**src/core/fcc_pkg.sv**
```systemverilog
// shared constants and types of the flash code control/status block
package fcc_pkg;
  // register byte offsets, decoded on haddr[7:0]
  localparam logic [7:0] OFS_CCS = 8'h00;
  localparam logic [7:0] OFS_KEY = 8'h04;
  localparam logic [7:0] OFS_CFG = 8'h08;
  localparam logic [7:0] OFS_IST = 8'h0c;
  localparam logic [7:0] OFS_IMSK = 8'h10;
  localparam logic [7:0] OFS_STAT = 8'h14;
  // code_control_status fields
  localparam int CCS_ERR_BIT = 4;
  localparam int CCS_COPY_BIT = 0;
  localparam logic [7:0] CCS_FIXED = 8'h80;
  // key codes
  localparam logic [7:0] KEY_DL = 8'ha5;
  localparam logic [7:0] KEY_PE = 8'h5a;
  localparam logic [7:0] KEY_RESET = 8'h00;
  // configuration fields
  localparam int CFG_EMU_BIT = 0;
  localparam int CFG_PCS_BIT = 1;
  localparam int CFG_ECS_BIT = 2;
  localparam int CFG_TDA_LSB = 4;
  localparam logic [7:0] CFG_MASK = 8'h77;
  localparam logic [7:0] CFG_RESET = 8'h00;
  // interrupt status / mask fields
  localparam int IRQ_ERR_BIT = 0;
  localparam int IRQ_DONE_BIT = 1;
  localparam logic [1:0] IRQ_RESET = 2'h0;
  // download engine sizes
  localparam int DL_CNT_W = 4;
  localparam logic [DL_CNT_W-1:0] DL_LAST = 4'hf;
  localparam int TDA_W = 3;
  localparam int ROM_AW = DL_CNT_W + 1;
  localparam int RAM_AW = TDA_W + DL_CNT_W;
  // bus encodings
  localparam logic [2:0] HSIZE_BYTE = 3'h0;
  localparam logic [2:0] HSIZE_WORD = 3'h2;
  localparam int EV_W = 6;

  typedef enum logic [1:0] {DL_IDLE, DL_ADDR, DL_DATA} fcc_dl_e;

  typedef struct packed {
    logic err;
    logic copy;
    logic [7:0] key;
    logic [7:0] cfg;
    logic [1:0] ist;
    logic [1:0] imsk;
    fcc_dl_e dl;
    logic [DL_CNT_W-1:0] cnt;
    logic [ROM_AW-1:0] rom_addr;
    logic ram_we;
    logic [RAM_AW-1:0] ram_addr;
    logic [31:0] ram_wdata;
    logic dp_wr;
    logic dp_rd;
    logic dp_ok;
    logic [7:0] dp_addr;
    logic [31:0] hrdata;
    logic hready;
    logic hresp;
    logic irq;
    logic pe_en;
  } fcc_state_s;
endpackage

```
**src/core/fcc_ctrl.sv**
```systemverilog
// flash code control/status: error latch, download request and routine copy engine
`timescale 1ns/1ps
module fcc_ctrl (
  // clock and reset
  input wire logic ref_clk,
  input wire logic nrst,
  // ahb-lite slave
  input wire logic hsel,
  input wire logic [31:0] haddr,
  input wire logic [1:0] htrans,
  input wire logic hwrite,
  input wire logic [2:0] hsize,
  input wire logic [31:0] hwdata,
  input wire logic hready,
  output logic [31:0] hrdata,
  output logic hreadyout,
  output logic hresp,
  // disturbance events from the system, asynchronous
  input wire logic pe_active,
  input wire logic pe_fault,
  input wire logic irq_taken,
  input wire logic flash_read,
  input wire logic sleep_exec,
  input wire logic other_master,
  // cpu state, same clock
  input wire logic exec_from_ram,
  // routine rom, data valid one cycle after address
  output logic [fcc_pkg::ROM_AW-1:0] rom_addr,
  input wire logic [31:0] rom_data,
  // on-chip ram write port
  output logic ram_we,
  output logic [fcc_pkg::RAM_AW-1:0] ram_addr,
  output logic [31:0] ram_wdata,
  // status to the flash core and cpu
  output logic pe_enable,
  output logic flash_error_flag,
  output logic dl_busy,
  output logic irq
);
  fcc_pkg::fcc_state_s s_q;
  fcc_pkg::fcc_state_s s_d;
  logic [fcc_pkg::EV_W-1:0] ev_s;
  logic pe_s;
  logic fault_s;
  logic irq_s;
  logic read_s;
  logic sleep_s;
  logic other_s;
  logic accept;
  logic wr_ccs;
  logic copy_wr;
  logic copy_ok;
  logic err_set;
  logic dl_done;

  function automatic logic hit(input logic [7:0] a, input logic [7:0] ofs);
    hit = (a == ofs);
  endfunction

  fcc_sync #(
    .W(fcc_pkg::EV_W)
  ) u_sync (
    .ref_clk(ref_clk),
    .nrst(nrst),
    .d({pe_active, pe_fault, irq_taken, flash_read, sleep_exec, other_master}),
    .q(ev_s)
  );

  assign {pe_s, fault_s, irq_s, read_s, sleep_s, other_s} = ev_s;

  assign accept = hsel & htrans[1] & hready;
  assign wr_ccs = s_q.dp_wr & s_q.dp_ok & hit(s_q.dp_addr, fcc_pkg::OFS_CCS);
  assign copy_wr = wr_ccs & hwdata[fcc_pkg::CCS_COPY_BIT];
  // a request while a copy runs, or with no routine chosen, is dropped too
  assign copy_ok = !s_q.cfg[fcc_pkg::CFG_EMU_BIT]
    & (s_q.key == fcc_pkg::KEY_DL)
    & exec_from_ram
    & (s_q.dl == fcc_pkg::DL_IDLE)
    & (s_q.cfg[fcc_pkg::CFG_PCS_BIT] | s_q.cfg[fcc_pkg::CFG_ECS_BIT]);
  assign err_set = pe_s & (fault_s
    | irq_s
    | read_s
    | sleep_s
    | other_s);
  assign dl_done = (s_q.dl == fcc_pkg::DL_DATA) & (s_q.cnt == fcc_pkg::DL_LAST);

  always_comb begin
    s_d = s_q;
    s_d.ram_we = 1'b0;

    // flag only ever rises; nothing but the reset lowers it
    s_d.err = s_q.err | err_set;

    // bus address phase; word access or byte access to lane 0 only
    s_d.dp_wr = accept & hwrite;
    s_d.dp_rd = accept & !hwrite;
    s_d.dp_addr = haddr[7:0];
    s_d.dp_ok = (haddr[1:0] == 2'h0)
      & ((hsize == fcc_pkg::HSIZE_BYTE) | (hsize == fcc_pkg::HSIZE_WORD));
    s_d.hresp = 1'b0;
    s_d.hready = 1'b1;
    // one wait state on reads so a write just before is already visible
    if (accept & !hwrite) begin
      s_d.hready = 1'b0;
    end

    // read data formed in the wait state
    if (s_q.dp_rd) begin
      s_d.hrdata = 32'h0;
      if (s_q.dp_ok) begin
        unique case (1'b1)
          hit(s_q.dp_addr, fcc_pkg::OFS_CCS): begin
            // request bit and bits 3..1 read as zero
            s_d.hrdata[7:0] = fcc_pkg::CCS_FIXED;
            s_d.hrdata[fcc_pkg::CCS_ERR_BIT] = s_q.err;
          end
          hit(s_q.dp_addr, fcc_pkg::OFS_KEY): begin
            s_d.hrdata[7:0] = s_q.key;
          end
          hit(s_q.dp_addr, fcc_pkg::OFS_CFG): begin
            s_d.hrdata[7:0] = s_q.cfg;
          end
          hit(s_q.dp_addr, fcc_pkg::OFS_IST): begin
            s_d.hrdata[1:0] = s_q.ist;
          end
          hit(s_q.dp_addr, fcc_pkg::OFS_IMSK): begin
            s_d.hrdata[1:0] = s_q.imsk;
          end
          hit(s_q.dp_addr, fcc_pkg::OFS_STAT): begin
            s_d.hrdata[2:0] = {s_q.pe_en, s_q.copy, s_q.err};
          end
          default: begin
            s_d.hrdata = 32'h0;
          end
        endcase
      end
    end

    // register writes in the data phase
    if (s_q.dp_wr & s_q.dp_ok) begin
      if (hit(s_q.dp_addr, fcc_pkg::OFS_KEY)) begin
        s_d.key = hwdata[7:0];
      end
      if (hit(s_q.dp_addr, fcc_pkg::OFS_CFG)) begin
        s_d.cfg = hwdata[7:0] & fcc_pkg::CFG_MASK;
      end
      if (hit(s_q.dp_addr, fcc_pkg::OFS_IMSK)) begin
        s_d.imsk = hwdata[1:0];
      end
      if (hit(s_q.dp_addr, fcc_pkg::OFS_IST)) begin
        s_d.ist = s_q.ist & ~hwdata[1:0];
      end
    end

    // download request; a failed condition leaves everything as it was
    if (copy_wr & copy_ok) begin
      s_d.copy = 1'h1;
      s_d.dl = fcc_pkg::DL_ADDR;
      s_d.cnt = '0;
      // program routine wins when both are chosen
      s_d.rom_addr = {!s_q.cfg[fcc_pkg::CFG_PCS_BIT], {fcc_pkg::DL_CNT_W{1'b0}}};
    end

    // copy engine, two cycles per word
    unique case (s_q.dl)
      fcc_pkg::DL_IDLE: begin
      end
      fcc_pkg::DL_ADDR: begin
        s_d.dl = fcc_pkg::DL_DATA;
      end
      fcc_pkg::DL_DATA: begin
        s_d.ram_we = 1'b1;
        s_d.ram_addr = {s_q.cfg[fcc_pkg::CFG_TDA_LSB +: fcc_pkg::TDA_W], s_q.cnt};
        s_d.ram_wdata = rom_data;
        if (dl_done) begin
          s_d.dl = fcc_pkg::DL_IDLE;
          s_d.copy = 1'h0;
          s_d.cfg[fcc_pkg::CFG_PCS_BIT] = 1'b0;
          s_d.cfg[fcc_pkg::CFG_ECS_BIT] = 1'b0;
        end else begin
          s_d.dl = fcc_pkg::DL_ADDR;
          s_d.cnt = s_q.cnt + 1'b1;
          s_d.rom_addr = {s_q.rom_addr[fcc_pkg::DL_CNT_W], s_q.cnt + 1'b1};
        end
      end
      // the unused code falls back to idle rather than locking the engine
      default: begin
        s_d.dl = fcc_pkg::DL_IDLE;
      end
    endcase

    // sticky events; a new event beats a clear in the same cycle
    if (err_set & !s_q.err) begin
      s_d.ist[fcc_pkg::IRQ_ERR_BIT] = 1'b1;
    end
    if (dl_done) begin
      s_d.ist[fcc_pkg::IRQ_DONE_BIT] = 1'b1;
    end
    s_d.irq = |(s_d.ist & s_d.imsk);

    // flash core may program or erase only with key 5a, no error, no copy
    s_d.pe_en = (s_d.key == fcc_pkg::KEY_PE) & !s_d.err
      & (s_d.dl == fcc_pkg::DL_IDLE);
  end

  always_ff @(posedge ref_clk or negedge nrst) begin
    if (!nrst) begin
      s_q <= '0;
      s_q.key <= fcc_pkg::KEY_RESET;
      s_q.cfg <= fcc_pkg::CFG_RESET;
      s_q.ist <= fcc_pkg::IRQ_RESET;
      s_q.imsk <= fcc_pkg::IRQ_RESET;
      s_q.dl <= fcc_pkg::DL_IDLE;
      s_q.hready <= 1'b1;
    end else begin
      s_q <= s_d;
    end
  end

  assign hrdata = s_q.hrdata;
  assign hreadyout = s_q.hready;
  assign hresp = s_q.hresp;
  assign rom_addr = s_q.rom_addr;
  assign ram_we = s_q.ram_we;
  assign ram_addr = s_q.ram_addr;
  assign ram_wdata = s_q.ram_wdata;
  assign pe_enable = s_q.pe_en;
  assign flash_error_flag = s_q.err;
  assign dl_busy = s_q.copy;
  assign irq = s_q.irq;

  // checks next to the logic they guard
  a_err_fault: assert property (@(posedge ref_clk) disable iff (!nrst)
    pe_s && fault_s |=> flash_error_flag)
    else $error("fault during program/erase did not set error flag");

  a_err_irq: assert property (@(posedge ref_clk) disable iff (!nrst)
    pe_s && irq_s |=> flash_error_flag ##1 !pe_enable)
    else $error("interrupt during program/erase did not set error flag");

  a_err_read: assert property (@(posedge ref_clk) disable iff (!nrst)
    pe_s && read_s |=> flash_error_flag)
    else $error("flash read during program/erase did not set error flag");

  a_err_sleep: assert property (@(posedge ref_clk) disable iff (!nrst)
    pe_s && sleep_s |=> flash_error_flag)
    else $error("sleep during program/erase did not set error flag");

  a_err_master: assert property (@(posedge ref_clk) disable iff (!nrst)
    pe_s && other_s |=> flash_error_flag)
    else $error("other master during program/erase did not set error flag");

  a_ccs_reserved: assert property (@(posedge ref_clk) disable iff (!nrst)
    s_q.dp_rd && s_q.dp_ok && hit(s_q.dp_addr, fcc_pkg::OFS_CCS)
      |=> hreadyout && hrdata[3:1] == 3'h0 && hrdata[7] && hrdata[4] == $past(s_q.err))
    else $error("reserved status bits not read as documented");

  a_copy_readzero: assert property (@(posedge ref_clk) disable iff (!nrst)
    s_q.dp_rd && hit(s_q.dp_addr, fcc_pkg::OFS_CCS) |=> hrdata[0] == 1'b0)
    else $error("request bit read back non-zero");

  a_dl_start: assert property (@(posedge ref_clk) disable iff (!nrst)
    copy_wr && copy_ok |=> dl_busy ##2 ram_we
      && ram_addr == {s_q.cfg[fcc_pkg::CFG_TDA_LSB +: fcc_pkg::TDA_W], {fcc_pkg::DL_CNT_W{1'b0}}})
    else $error("accepted request did not start the copy");

  a_dl_refuse: assert property (@(posedge ref_clk) disable iff (!nrst)
    copy_wr && !dl_busy && (s_q.key != fcc_pkg::KEY_DL || !exec_from_ram
      || s_q.cfg[fcc_pkg::CFG_EMU_BIT]) |=> !dl_busy ##1 !ram_we)
    else $error("request taken although a condition failed");

  a_dl_clear: assert property (@(posedge ref_clk) disable iff (!nrst)
    $fell(dl_busy) |-> $past(dl_done) && ram_we)
    else $error("request bit cleared other than at copy end");

  a_dl_length: assert property (@(posedge ref_clk) disable iff (!nrst)
    copy_wr && copy_ok |=> dl_busy [*8] ##24 dl_busy ##1 !dl_busy)
    else $error("copy did not take its full length");

  a_err_sticky: assert property (@(posedge ref_clk) disable iff (!nrst)
    flash_error_flag |=> flash_error_flag)
    else $error("error flag cleared without reset");

  a_err_block: assert property (@(posedge ref_clk) disable iff (!nrst)
    flash_error_flag |=> !pe_enable)
    else $error("program/erase enabled while error flag set");

  // bus timing, copy engine and event checks
  a_err_quiet: assert property (@(posedge ref_clk) disable iff (!nrst)
    !pe_s && !flash_error_flag |=> !flash_error_flag)
    else $error("error flag set with no program/erase running");

  a_err_event: assert property (@(posedge ref_clk) disable iff (!nrst)
    $rose(flash_error_flag) |-> s_q.ist[fcc_pkg::IRQ_ERR_BIT])
    else $error("error flag rose without its status event");

  a_read_wait: assert property (@(posedge ref_clk) disable iff (!nrst)
    accept && !hwrite |=> !hreadyout ##1 hreadyout)
    else $error("read did not take exactly one wait state");

  a_write_nowait: assert property (@(posedge ref_clk) disable iff (!nrst)
    accept && hwrite |=> hreadyout)
    else $error("write inserted a wait state");

  a_copy_nosel: assert property (@(posedge ref_clk) disable iff (!nrst)
    copy_wr && !dl_busy && !s_q.cfg[fcc_pkg::CFG_PCS_BIT] && !s_q.cfg[fcc_pkg::CFG_ECS_BIT] |=> !dl_busy)
    else $error("request taken with no routine chosen");

  a_copy_first: assert property (@(posedge ref_clk) disable iff (!nrst)
    $rose(dl_busy) |-> rom_addr == {!s_q.cfg[fcc_pkg::CFG_PCS_BIT], {fcc_pkg::DL_CNT_W{1'h0}}})
    else $error("copy did not start at word zero of the chosen routine");

  a_ram_pulse: assert property (@(posedge ref_clk) disable iff (!nrst)
    ram_we |=> !ram_we)
    else $error("ram write strobe held longer than one cycle");

  a_copy_blocks_pe: assert property (@(posedge ref_clk) disable iff (!nrst)
    dl_busy |-> !pe_enable)
    else $error("program/erase enabled while a copy runs");

  a_select_clear: assert property (@(posedge ref_clk) disable iff (!nrst)
    $fell(dl_busy) |-> !s_q.cfg[fcc_pkg::CFG_PCS_BIT] && !s_q.cfg[fcc_pkg::CFG_ECS_BIT])
    else $error("routine select not cleared at copy end");

  a_copy_event: assert property (@(posedge ref_clk) disable iff (!nrst)
    $fell(dl_busy) |-> s_q.ist[fcc_pkg::IRQ_DONE_BIT])
    else $error("copy end did not raise its status event");
endmodule // fcc_ctrl

```
**src/core/fcc_sync.sv**
```systemverilog
// two-flop synchroniser for asynchronous level inputs
`timescale 1ns/1ps
module fcc_sync #(
  parameter int W = 1
) (
  // clock and reset
  input wire logic ref_clk,
  input wire logic nrst,
  // levels
  input wire logic [W-1:0] d,
  output logic [W-1:0] q
);
  typedef struct packed {
    logic [W-1:0] meta;
    logic [W-1:0] stable;
  } fcc_sync_s;

  fcc_sync_s s_q;
  fcc_sync_s s_d;

  // first stage feeds only the second stage
  always_comb begin
    s_d.meta = d;
    s_d.stable = s_q.meta;
  end

  always_ff @(posedge ref_clk or negedge nrst) begin
    if (!nrst) begin
      s_q <= '0;
    end else begin
      s_q <= s_d;
    end
  end

  assign q = s_q.stable;
endmodule // fcc_sync

```
**config.mk**
```make
export PLATFORM = sky130hd
export DESIGN_NAME = fcc_ctrl
export DESIGN_NICKNAME = d
export VERILOG_FILES = /design/src/core/fcc_pkg.sv /design/src/core/fcc_ctrl.sv /design/src/core/fcc_sync.sv
export SDC_FILE = /design/constraint.sdc
export NUM_CORES = 1
export LEC_CHECK = 0
export ABC_AREA = 1
export BUFFER_PORTS_ARGS = -buffer_cell sky130_fd_sc_hd__buf_2
export CAP_MARGIN = 20
export CORE_ASPECT_RATIO = 1.4
export CORE_MARGIN = 8
export CORE_UTILIZATION = 48
export DETAILED_ROUTE_END_ITERATION = 8
export GPL_ROUTABILITY_DRIVEN = 0
export PLACE_DENSITY_LB_ADDON = 0.2
export SYNTH_ARGS = -nofsm -noshare
export SYNTH_HDL_FRONTEND = slang
export SYNTH_SLANG_ARGS = --single-unit
```
**constraint.sdc**
```tcl
create_clock -name ref_clk -period 1.9 [get_ports ref_clk]
set_clock_uncertainty 0.1 [all_clocks]
set_input_delay 0.285 -clock ref_clk [delete_from_list [all_inputs] [get_ports ref_clk]]
set_output_delay 0.285 -clock ref_clk [all_outputs]
set_load 0.05 [all_outputs]
```
## Word-level counts from Yosys, hierarchy flattened

Index checks and enable logic that the tools add are counted.

- Register bits: 129
- Input port bits: 113
- Output and inout port bits: 83
- Logic and storage cells: 99

- $add $sub $neg: 1
- Equal/unequal tests: 12
- Mux-type cells: 22
- Bitwise logic cells: 28
- Reduce and logical (&&, ||, !) cells: 12

Operators with widths:

| cell | number |
|---|---|
| 2-to-1 mux 49 bit | 1 |
| 2-to-1 mux 20 bit | 1 |
| bitwise AND 1 bit | 18 |
| == test 8 x 4 -> 1 bit (second input constant) | 2 |
| == test 8 x 5 -> 1 bit (second input constant) | 2 |
| 2-to-1 mux 8 bit | 2 |
| case mux 5 bit (3 select lines) | 1 |
| 2-to-1 mux 11 bit | 1 |
| case mux 2 bit (5 select lines) | 1 |
| 2-to-1 mux 9 bit | 1 |
| == test 8 x 3 -> 1 bit (second input constant) | 1 |
| == test 8 x 7 -> 1 bit (second input constant) | 1 |
| == test 8 bit (second input constant) | 1 |
| logical NOT 8 bit | 1 |
| 2-to-1 mux 2 bit | 4 |
| 2-to-1 mux 1 bit | 7 |
| 2-to-1 mux 7 bit | 1 |
| OR 1 bit | 7 |
| logical NOT 2 bit | 3 |
| case mux 2 bit (3 select lines) | 1 |
| logical NOT 1 bit | 5 |
| adder 4 x 1 -> 4 bit (second input constant) | 1 |
| bitwise AND 2 bit | 2 |
| == test 4 bit (second input constant) | 1 |
| 9 further kinds | 9 |

## Depth between registers and ports, before layout

Gate-level depths: netlist of run 1.

- Word-level depth: 10
- Mapped depth: 11
- Mapped depth without buffers: 11

## Cells and area by module

From an unflattened synthesis of run 1, not the netlist that was laid out.

- Cell total of the unflattened synthesis: 524
- Area, all modules: 4730.8 um2

By module, submodules not included:

| module | instances | cells each | area an instance (um2) |
|---|---|---|---|
| fcc_ctrl | 1 | 512 | 4430.5 |
| fcc_sync | 1 | 12 | 300.3 |

## Least setup slack after synthesis of run 1

OpenSTA, ideal clock, no wires.

- Path type: reg2reg
- Start: reg s_q[36] (netlist name)
- End: reg s_q[108] (netlist name)
- Library setup time: 124 ps
- Arrival: 1206 ps
- Data required time: 1676 ps
- Setup slack: 470 ps
- Stages on the path, launching flop included: 10
- Buffers on the path: 1
- Period minus slack after synthesis: 1430 ps
- Cells stage by stage: dfrtp_1 inv_1 nand2_1 nor3_2 nand2_1 inv_2 nand2_1 buf_2 nor2_1 a21oi_1

- Longest elaborated chain between the ends: 2

RTL lines:

| item | line | RTL |
|---|---|---|
| start, declared | fcc_ctrl.sv:40 | `fcc_pkg::fcc_state_s s_q;` |
| == test 8 x 4 -> 1 bit | fcc_ctrl.sv:57 | `hit = (a == ofs);` |
| AND reduction 2 bit (no source line) | - |  |

No other way between the ends.
A chain may end at the register's enable or synchronous reset.

==> flow_summary.rst, run 1 <==
.. list-table::
   :header-rows: 1

   * - Metric
     - Value
   * - Final-report hold violation count
     - 0
   * - Residual overflow from global routing
     - 0
   * - Clock tree from TritonCTS
     - done
   * - Via count of the first global-routing pass
     - 3,467
   * - Mean Syn Cell Area
     - 8.89 um^2
   * - Outcome
     - complete, no violations
   * - Ys Warns
     - 0
   * - Global-route wire length before repair
     - 16.3 mm
   * - Number of cell instances on the worst register-to-register path
     - 8
   * - Static leakage
     - 2.98 nW
   * - Buffer type at the clock tree root
     - clkbuf_16
   * - Category of the most critical setup path
     - reg -> reg
   * - Drt first pass iters
     - 4
   * - Setup repair after global routing missed its margin
     - false
   * - Mapped cell area
     - 4690 um^2
   * - Initial antenna violation count
     - 0
   * - Highest ir drop seen on vdd
     - 665 uV
   * - Overall die width
     - 99.5 um
   * - Adder-cell share of the synthesized area
     - 0.00267
   * - Die Area
     - roughly 13,000 um^2
   * - Setup violation total in the final timing report
     - 0
   * - Total number of placement rows
     - 42
   * - Top Family by Delay on Critical Path
     - simple AND/OR/NAND/NOR gates
   * - Count of distinct cell types in the synthesized netlist
     - 32
   * - Data required time at the worst endpoint
     - ~2 ns
   * - Kind of path behind the tightest hold check
     - in -> reg
   * - Placeable core area
     - between 9000 and 10,000 um^2
   * - Critical register-to-register path endpoint
     - pe_enable
   * - Critical path depth
     - 8
   * - Routed wirelength normalized by instance count
     - 13.6 um
   * - Dominant combinational cell family by area after synthesis
     - simple AND/OR/NAND/NOR gates
   * - Final total power
     - 4.81 mW
   * - Critical Path AT
     - 1.81 ns
   * - Post-Route Setup TNS
     - 0 ns
   * - Via-per-instance ratio
     - 4.65
   * - CTS HTree Levels
     - 3
   * - Buffer and inverter count on the worst path
     - 0
   * - Largest incremental delay on the critical path
     - 0.38 ns
   * - RR Startpoint
     - s_q[37]
   * - Worst setup path endpoint
     - pe_enable
   * - Area growth, synth to finish
     - 17.0%
   * - Hold path cells
     - 2
   * - DRC violation total after the first TritonRoute iteration
     - 115
   * - Number of setup buffers added after CTS
     - 0
   * - Vert. Die Dim
     - roughly 130 um
   * - Mux share of post-synthesis cell area
     - 0
   * - Via total after detailed routing
     - 3,405
   * - ANT cells
     - 0
   * - Fin nets
     - about 730
   * - Critical Path Fanout Max
     - 10
   * - Most frequent cell on the critical path
     - nor2_1
   * - Count of clock tree sinks
     - 105
   * - Port Buffers
     - 120
   * - Number of buffers on the longest clock path
     - 2
   * - Number of synthesized register bits
     - 105
   * - Capturing element type of the critical path
     - flip-flop
   * - Shortest clock period the worst path allows after layout
     - 1.68 ns
   * - Detailed placer's ending HPWL
     - 7.46 mm
   * - Achievable Freq
     - 594 MHz
   * - Cells along the critical path
     - nor2_1, nand4_1, nor2_1, nand2_2, nand2_1, nor2_1, nand2_1, nor2_1
   * - Initial Util
     - 0.496
   * - Worst R2R Setup Slack
     - 0.22 ns
   * - Crit share post-route
     - 0.886
   * - Post-synthesis sequential area ratio
     - 0.561
   * - Maximum number of pins on one net before global-route repair
     - 39
   * - Clock transition at the register clock pins on the worst setup and hold paths after CTS
     - around 0.070 ns
   * - TritonCTS buffer count
     - 9
   * - Power density relative to cell area
     - about 880 nW/um^2
   * - Worst skew pair latency
     - 0.34 ns
   * - Antenna viol nets, final
     - 0
   * - Final routed wirelength across all metal layers
     - around 10 mm
   * - Xor and xnor area share after synthesis
     - 0.00187
   * - Post-synthesis compound-gate area fraction
     - 0.0510
   * - Top-Level Pins
     - ~200
   * - Synthesized-area fraction occupied by and/or/nand/nor cells
     - 0.209
   * - Critical Path Start Type
     - flip-flop
   * - Fraction of layout instances using a drive strength above 1
     - 0.259
   * - Global-route usage over all layers
     - 0.154
   * - Max Slew Vio Count
     - 0
   * - Number of design rule violations left after detail routing
     - 0
   * - Setup crit start
     - s_q[37]
   * - Number of instances in the synthesized netlist
     - 527
   * - Max-cap violations
     - 0
   * - Slowest cell on the critical path
     - dfrtp_1
per-layer routing:
layer | track usage | vias to the layer above | routed length, um
met5 | 0 | - | 0
met4 | 0.0557 | 0 | 127
met3 | 0.0567 | 11 | 734
met2 | 0.264 | 104 | 5010
met1 | 0.168 | 1580 | 4100
li1 | - | 1710 | -
final cells by class:
type                       instances  area (um^2)
fill                             857         3980
sequential                       105         2630
timing repair buffer             143          856
multi-input combinational        309         1340
tap                              110          138
clock buffer                      11          253
clock inverter                     5         77.6
inverter                          49          186
power breakdown:
part           leakage [nW]  internal (mW)  total (mW)  switching [mW]
logic                  1.62          0.126       0.493           0.367
clock network         0.162           1.22        1.99           0.773
registers              1.19           2.30        2.33          0.0289
total                  2.98           3.64        4.81            1.17
kinds of logic (layout without fill, tap and decap cells):
logic type / count (synthesis) / count (layout)
DFF: 105 / 105
buffers and inverters: 137 / 208
and+or+nand+nor: 237 / 237
xor gates and xnor gates: 1 / 1
other: 1 / 25
adders and majority gates: 1 / 1
AOI/OAI and AO/OA: 45 / 45
per-stage QoR:
stage / worst slack (ns) / instance area [um^2] / hold slack, ns / utilization / std cells
final: 0.216 / 5480 / 0.0183 / 0.579 / 732
after global routing: 0.0672 / 5480 / 0.0190 / 0.579 / 732
after CTS: 0.157 / 5470 / 0.00919 / 0.578 / 732
after detailed placement: 0.162 / 4970 / 0.172 / 0.526 / 699
after global placement: 0.203 / 4970 / 0.172 / 0.526 / 699
after floorplan: 0.470 / 4780 / -0.111 / - / 551
timing repair:
item	in CTS	in global routing
endpoints found under the setup margin	0	3
resized for setup	0	2
endpoints found under the hold margin	47	0
hold buffers	17	0
Yosys cell counts:
cell	count	area share
inv_1	41	0.033
nand3_2	1	0.0021
ha_1	1	0.0027
xnor2_1	1	0.0019
nor2_2	2	0.0027
dfstp_2	1	0.0056
nor4_1	1	0.0013
nor2_4	2	0.0048
nand4_1	3	0.0040
buf_4	77	0.12
nor3_2	1	0.0021
o32ai_1	1	0.0019
o31ai_1	1	0.0016
o21ai_1	19	0.020
o22ai_1	3	0.0040
a21oi_2	1	0.0019
dfrtp_1	104	0.56
o21ai_0	15	0.016
buf_6	1	0.0024
nand2_2	2	0.0027
buf_2	2	0.0021
nand3b_1	2	0.0032
clkbuf_1	5	0.0040
a21oi_1	5	0.0053
inv_2	7	0.0056
buf_1	3	0.0024
nand2_1	169	0.14
nand3_1	26	0.028
nor2_1	27	0.022
nor3_1	1	0.0011
conb_1	1	0.00080
inv_4	1	0.0013
placed cells by master, fill, tap and decap left out, drive strengths merged:
| master | instances |
|---|---|
| conb | 25 |
| bufinv | 2 |
| a21oi | 6 |
| nand4 | 3 |
| nand2 | 171 |
| nand3b | 2 |
| nor2 | 31 |
| dfrtp | 104 |
| o32ai | 1 |
| buf | 126 |
| ha | 1 |
| inv | 49 |
| clkbuf | 11 |
| dfstp | 1 |
| nor4 | 1 |
| o21ai | 34 |
| clkinvlp | 1 |
| o22ai | 3 |
| nor3 | 2 |
| dlygate4sd3 | 17 |
| nand3 | 27 |
| o31ai | 1 |
| clkinv | 2 |
| xnor2 | 1 |
registers in the layout (all words and copies together) (netlist names), 5 cells and up:
| register | count |
|---|---|
| ram_wdata | 32 |
| s_q | 35 |
| ram_addr | 7 |
| hrdata | 8 |
| u_sync.q | 6 |
| rom_addr | 5 |
| u_sync.s_d | 6 |
worst min-delay path by stage:
| stage | from | endpoint | slack, ns |
|---|---|---|---|
| 3_5_place_dp | nrst | ram_wdata[25] | 0.17 |
| 4_1_cts | hwrite | s_q[45] | 0.009 |
| 2_1_floorplan | nrst | dl_busy | -0.11 |
| 3_3_place_gp | nrst | ram_wdata[25] | 0.17 |
| 6_report | hwrite | s_q[45] | 0.02 |
| 5_1_grt | hwrite | s_q[45] | 0.02 |
(Power assumes the default switching activity.)
==> run 2: changes to the inputs <==
--- a/config.mk
+++ b/config.mk
@@ -8,9 +8,11 @@
 export ABC_AREA = 1
 export BUFFER_PORTS_ARGS = -buffer_cell sky130_fd_sc_hd__buf_2
 export CAP_MARGIN = 20
+export CELL_PAD_IN_SITES_DETAIL_PLACEMENT = 1
+export CELL_PAD_IN_SITES_GLOBAL_PLACEMENT = 1
 export CORE_ASPECT_RATIO = 1.4
 export CORE_MARGIN = 8
-export CORE_UTILIZATION = 48
+export CORE_UTILIZATION = 35
 export DETAILED_ROUTE_END_ITERATION = 8
 export GPL_ROUTABILITY_DRIVEN = 0
 export PLACE_DENSITY_LB_ADDON = 0.2
==> constraint.sdc (replaced) <==
create_clock -name ref_clk -period 1.9 [get_ports ref_clk]
set_clock_uncertainty 0.1 [all_clocks]
set_input_delay 0.095 -clock ref_clk [delete_from_list [all_inputs] [get_ports ref_clk]]
set_output_delay 0.095 -clock ref_clk [all_outputs]
set_load 0.05 [all_outputs]
==> run 2 against run 1 <==
Utilization fell by 13 points; routed wire length rose by 24%; final cell count rose by 16%; sequential share of layout area fell by 4.1 points; global-route usage fell by 0.66 points; register-to-register slack got worse by 0.07 ns; combinational power rose by 15%; non-clock buffer count rose by 47; cell area rose by 9.4%.
==> flow_summary.rst, run 2 (same netlist as run 1, synthesis figures left out) <==
.. list-table::
   :header-rows: 1

   * - Metric
     - Value
   * - Drt first pass iters
     - 4
   * - Most common cell after layout, fill and taps aside
     - nand2_1
   * - Port Buffers
     - 120
   * - Critical Path Start Type
     - flip-flop
   * - Capturing element type of the critical path
     - flip-flop
   * - Clock transition at the register clock pins on the worst setup and hold paths after CTS
     - around 0.070 ns
   * - Setup crit start
     - s_q[41]
   * - Top-Level Pins
     - 196
   * - Total number of placement rows
     - 50
   * - Number of cell instances on the worst register-to-register path
     - 11
   * - Worst R2R Setup Slack
     - ~0.15 ns
   * - Clock tree from TritonCTS
     - done
   * - Met1 layer wirelength in the final routing
     - 5.02 mm
   * - Placeable core area
     - 13,300 um^2
   * - Initial Util
     - 0.353
   * - CTS HTree Levels
     - 3
   * - Number of setup buffers added after CTS
     - 0
   * - Global-route usage over all layers
     - 0.147
   * - Largest Register
     - s_q
   * - Via total after detailed routing
     - between 3,000 and 4,000
   * - Critical Path Fanout Max
     - 11
   * - Achievable Freq
     - 571 MHz
   * - Amount of wire on met2 after detailed routing
     - 6.58 mm
   * - Area growth, synth to finish
     - 27.9%
   * - Max Slew Vio Count
     - 0
   * - Number of buffers on the longest clock path
     - 2
   * - Category of the most critical setup path
     - reg -> reg
   * - DRC violation total after the first TritonRoute iteration
     - 95
   * - Maximum number of pins on one net before global-route repair
     - 45
   * - RR Startpoint
     - s_q[41]
   * - Number of design rule violations left after detail routing
     - 0
   * - Final-report hold violation count
     - 0
   * - Kind of path behind the tightest hold check
     - in -> reg
   * - Vert. Die Dim
     - 153 um
   * - Crit share post-route
     - 0.922
   * - Routed length on met3
     - ~520 um
   * - Highest routed layer
     - met4
   * - Post-Route Setup TNS
     - 0 ns
   * - Setup repair after global routing missed its margin
     - false
   * - Via-per-instance ratio
     - 4.34
   * - Power density relative to cell area
     - ~820 nW/um^2
   * - Static leakage
     - 3.16 nW
   * - Antenna viol nets, final
     - 0
   * - Commonest cells after routing, fill and taps aside
     - 168 x nand2_1, 119 x buf_2, 104 x dfrtp_1
   * - Data required time at the worst endpoint
     - slightly above 2 ns
   * - Fin nets
     - 778
   * - Critical register-to-register path endpoint
     - pe_enable
   * - Flip-flop count of the largest register after layout
     - 35
   * - Critical Path AT
     - 1.92 ns
   * - Count of clock tree sinks
     - 105
   * - Post-cts repair resize count
     - 0
   * - Buffer type at the clock tree root
     - clkbuf_16
   * - Final routed wirelength across all metal layers
     - 12.4 mm
   * - Highest ir drop seen on vdd
     - about 330 uV
   * - Fraction of layout instances using a drive strength above 1
     - 0.247
   * - Global-route wire length before repair
     - 20.6 mm
   * - Die Area
     - 17,400 um^2
   * - Post-route worst setup slack
     - 0.149 ns
   * - Overall die width
     - around 110 um
   * - Non-filler instance count after layout
     - 852
   * - Worst skew pair latency
     - 0.34 ns
   * - Outcome
     - complete, no violations
   * - Pre-CTS setup slack
     - 0.147 ns
   * - Initial antenna violation count
     - 0
   * - Shortest clock period the worst path allows after layout
     - 1.75 ns
   * - Setup violation total in the final timing report
     - 0
   * - Via count of the first global-routing pass
     - 4,120
   * - TritonCTS buffer count
     - 9
   * - Max-cap violations
     - 0
   * - Residual overflow from global routing
     - 0
   * - Final total power
     - a little under 5 mW
   * - Routed wirelength normalized by instance count
     - 14.5 um
   * - Cell total after placement
     - 775
   * - Detailed placer's ending HPWL
     - 8.95 mm
   * - Worst setup path endpoint
     - pe_enable
run 2: changes by cell type in the layout (fill, tap and decap cells not counted):
cell,before,now
clkinvlp_4,1,0
inv_6,0,3
buf_4,4,10
buf_12,3,1
dlygate4sd3_1,17,60
nand3_2,0,1
clkbuf_8,2,0
clkinv_2,2,1
clkinv_4,0,1
nand3_4,1,0
diode_2,0,1
run 2: area by class of cell:
type,instances,area [um^2]
clock buffers,9,225
flip-flops and latches,105,2630
fillers,1569,7270
multi-input cells,309,1340
diodes,1,2.50
well taps,182,228
clock inverters,7,100
repair buffers,190,1290
inverters,49,186
run 2: routing by layer:
layer  global-route usage  up-vias
met2                0.264       80
met5                    0        -
met3               0.0343       16
met4               0.0579        0
li1                     -     1800
met1                0.163     1805
run 2: power by group:
part	leakage (nW)	internal, mW	switching (mW)
Clock	0.161	1.17	0.854
Sequential	1.19	2.30	0.0304
Combinational	1.81	0.181	0.385
Total	3.16	3.65	1.27
run 2: through the flow:
| step | util | area (um^2) | hold slack [ns] |
|---|---|---|---|
| after floorplan | - | 4780 | -0.301 |
| after global placement | 0.382 | 5070 | -0.0228 |
| after detailed placement | 0.382 | 5070 | -0.0115 |
| after CTS | 0.452 | 5990 | 0.00272 |
| after global routing | 0.452 | 5990 | 0.0281 |
| final | 0.452 | 6000 | 0.0120 |
run 2: worst max-delay path, stage by stage (launching register included):
cell	delay [ns]
dfrtp_1	0.40
nor2_2	0.14
nand2_2	0.11
inv_4	0.12
nand3_2	0.25
nand2_1	0.14
nand2_1	0.09
inv_2	0.06
nand2_1	0.04
nor2_1	0.08
nand2_1	0.06
nor2_1	0.10
run 2: worst min-delay path by stage:
stage                          from           to  slack [ns]  cells after the start
final                     hwdata[2]     s_q[112]        0.01                      4
after global routing      hwdata[2]     s_q[112]        0.03                      4
after CTS                 hwdata[2]     s_q[112]       0.003                      4
after detailed placement       nrst  ram_addr[4]       -0.01                      1
after global placement         nrst    hrdata[6]       -0.02                      1
after floorplan                nrst      dl_busy       -0.30                      0
run 2: repair_timing:
action / 4_1_cts / 5_1_grt
endpoints found under the setup margin: 0 / 0
hold endpoints to repair: 96 / 0
hold buffers: 60 / 0
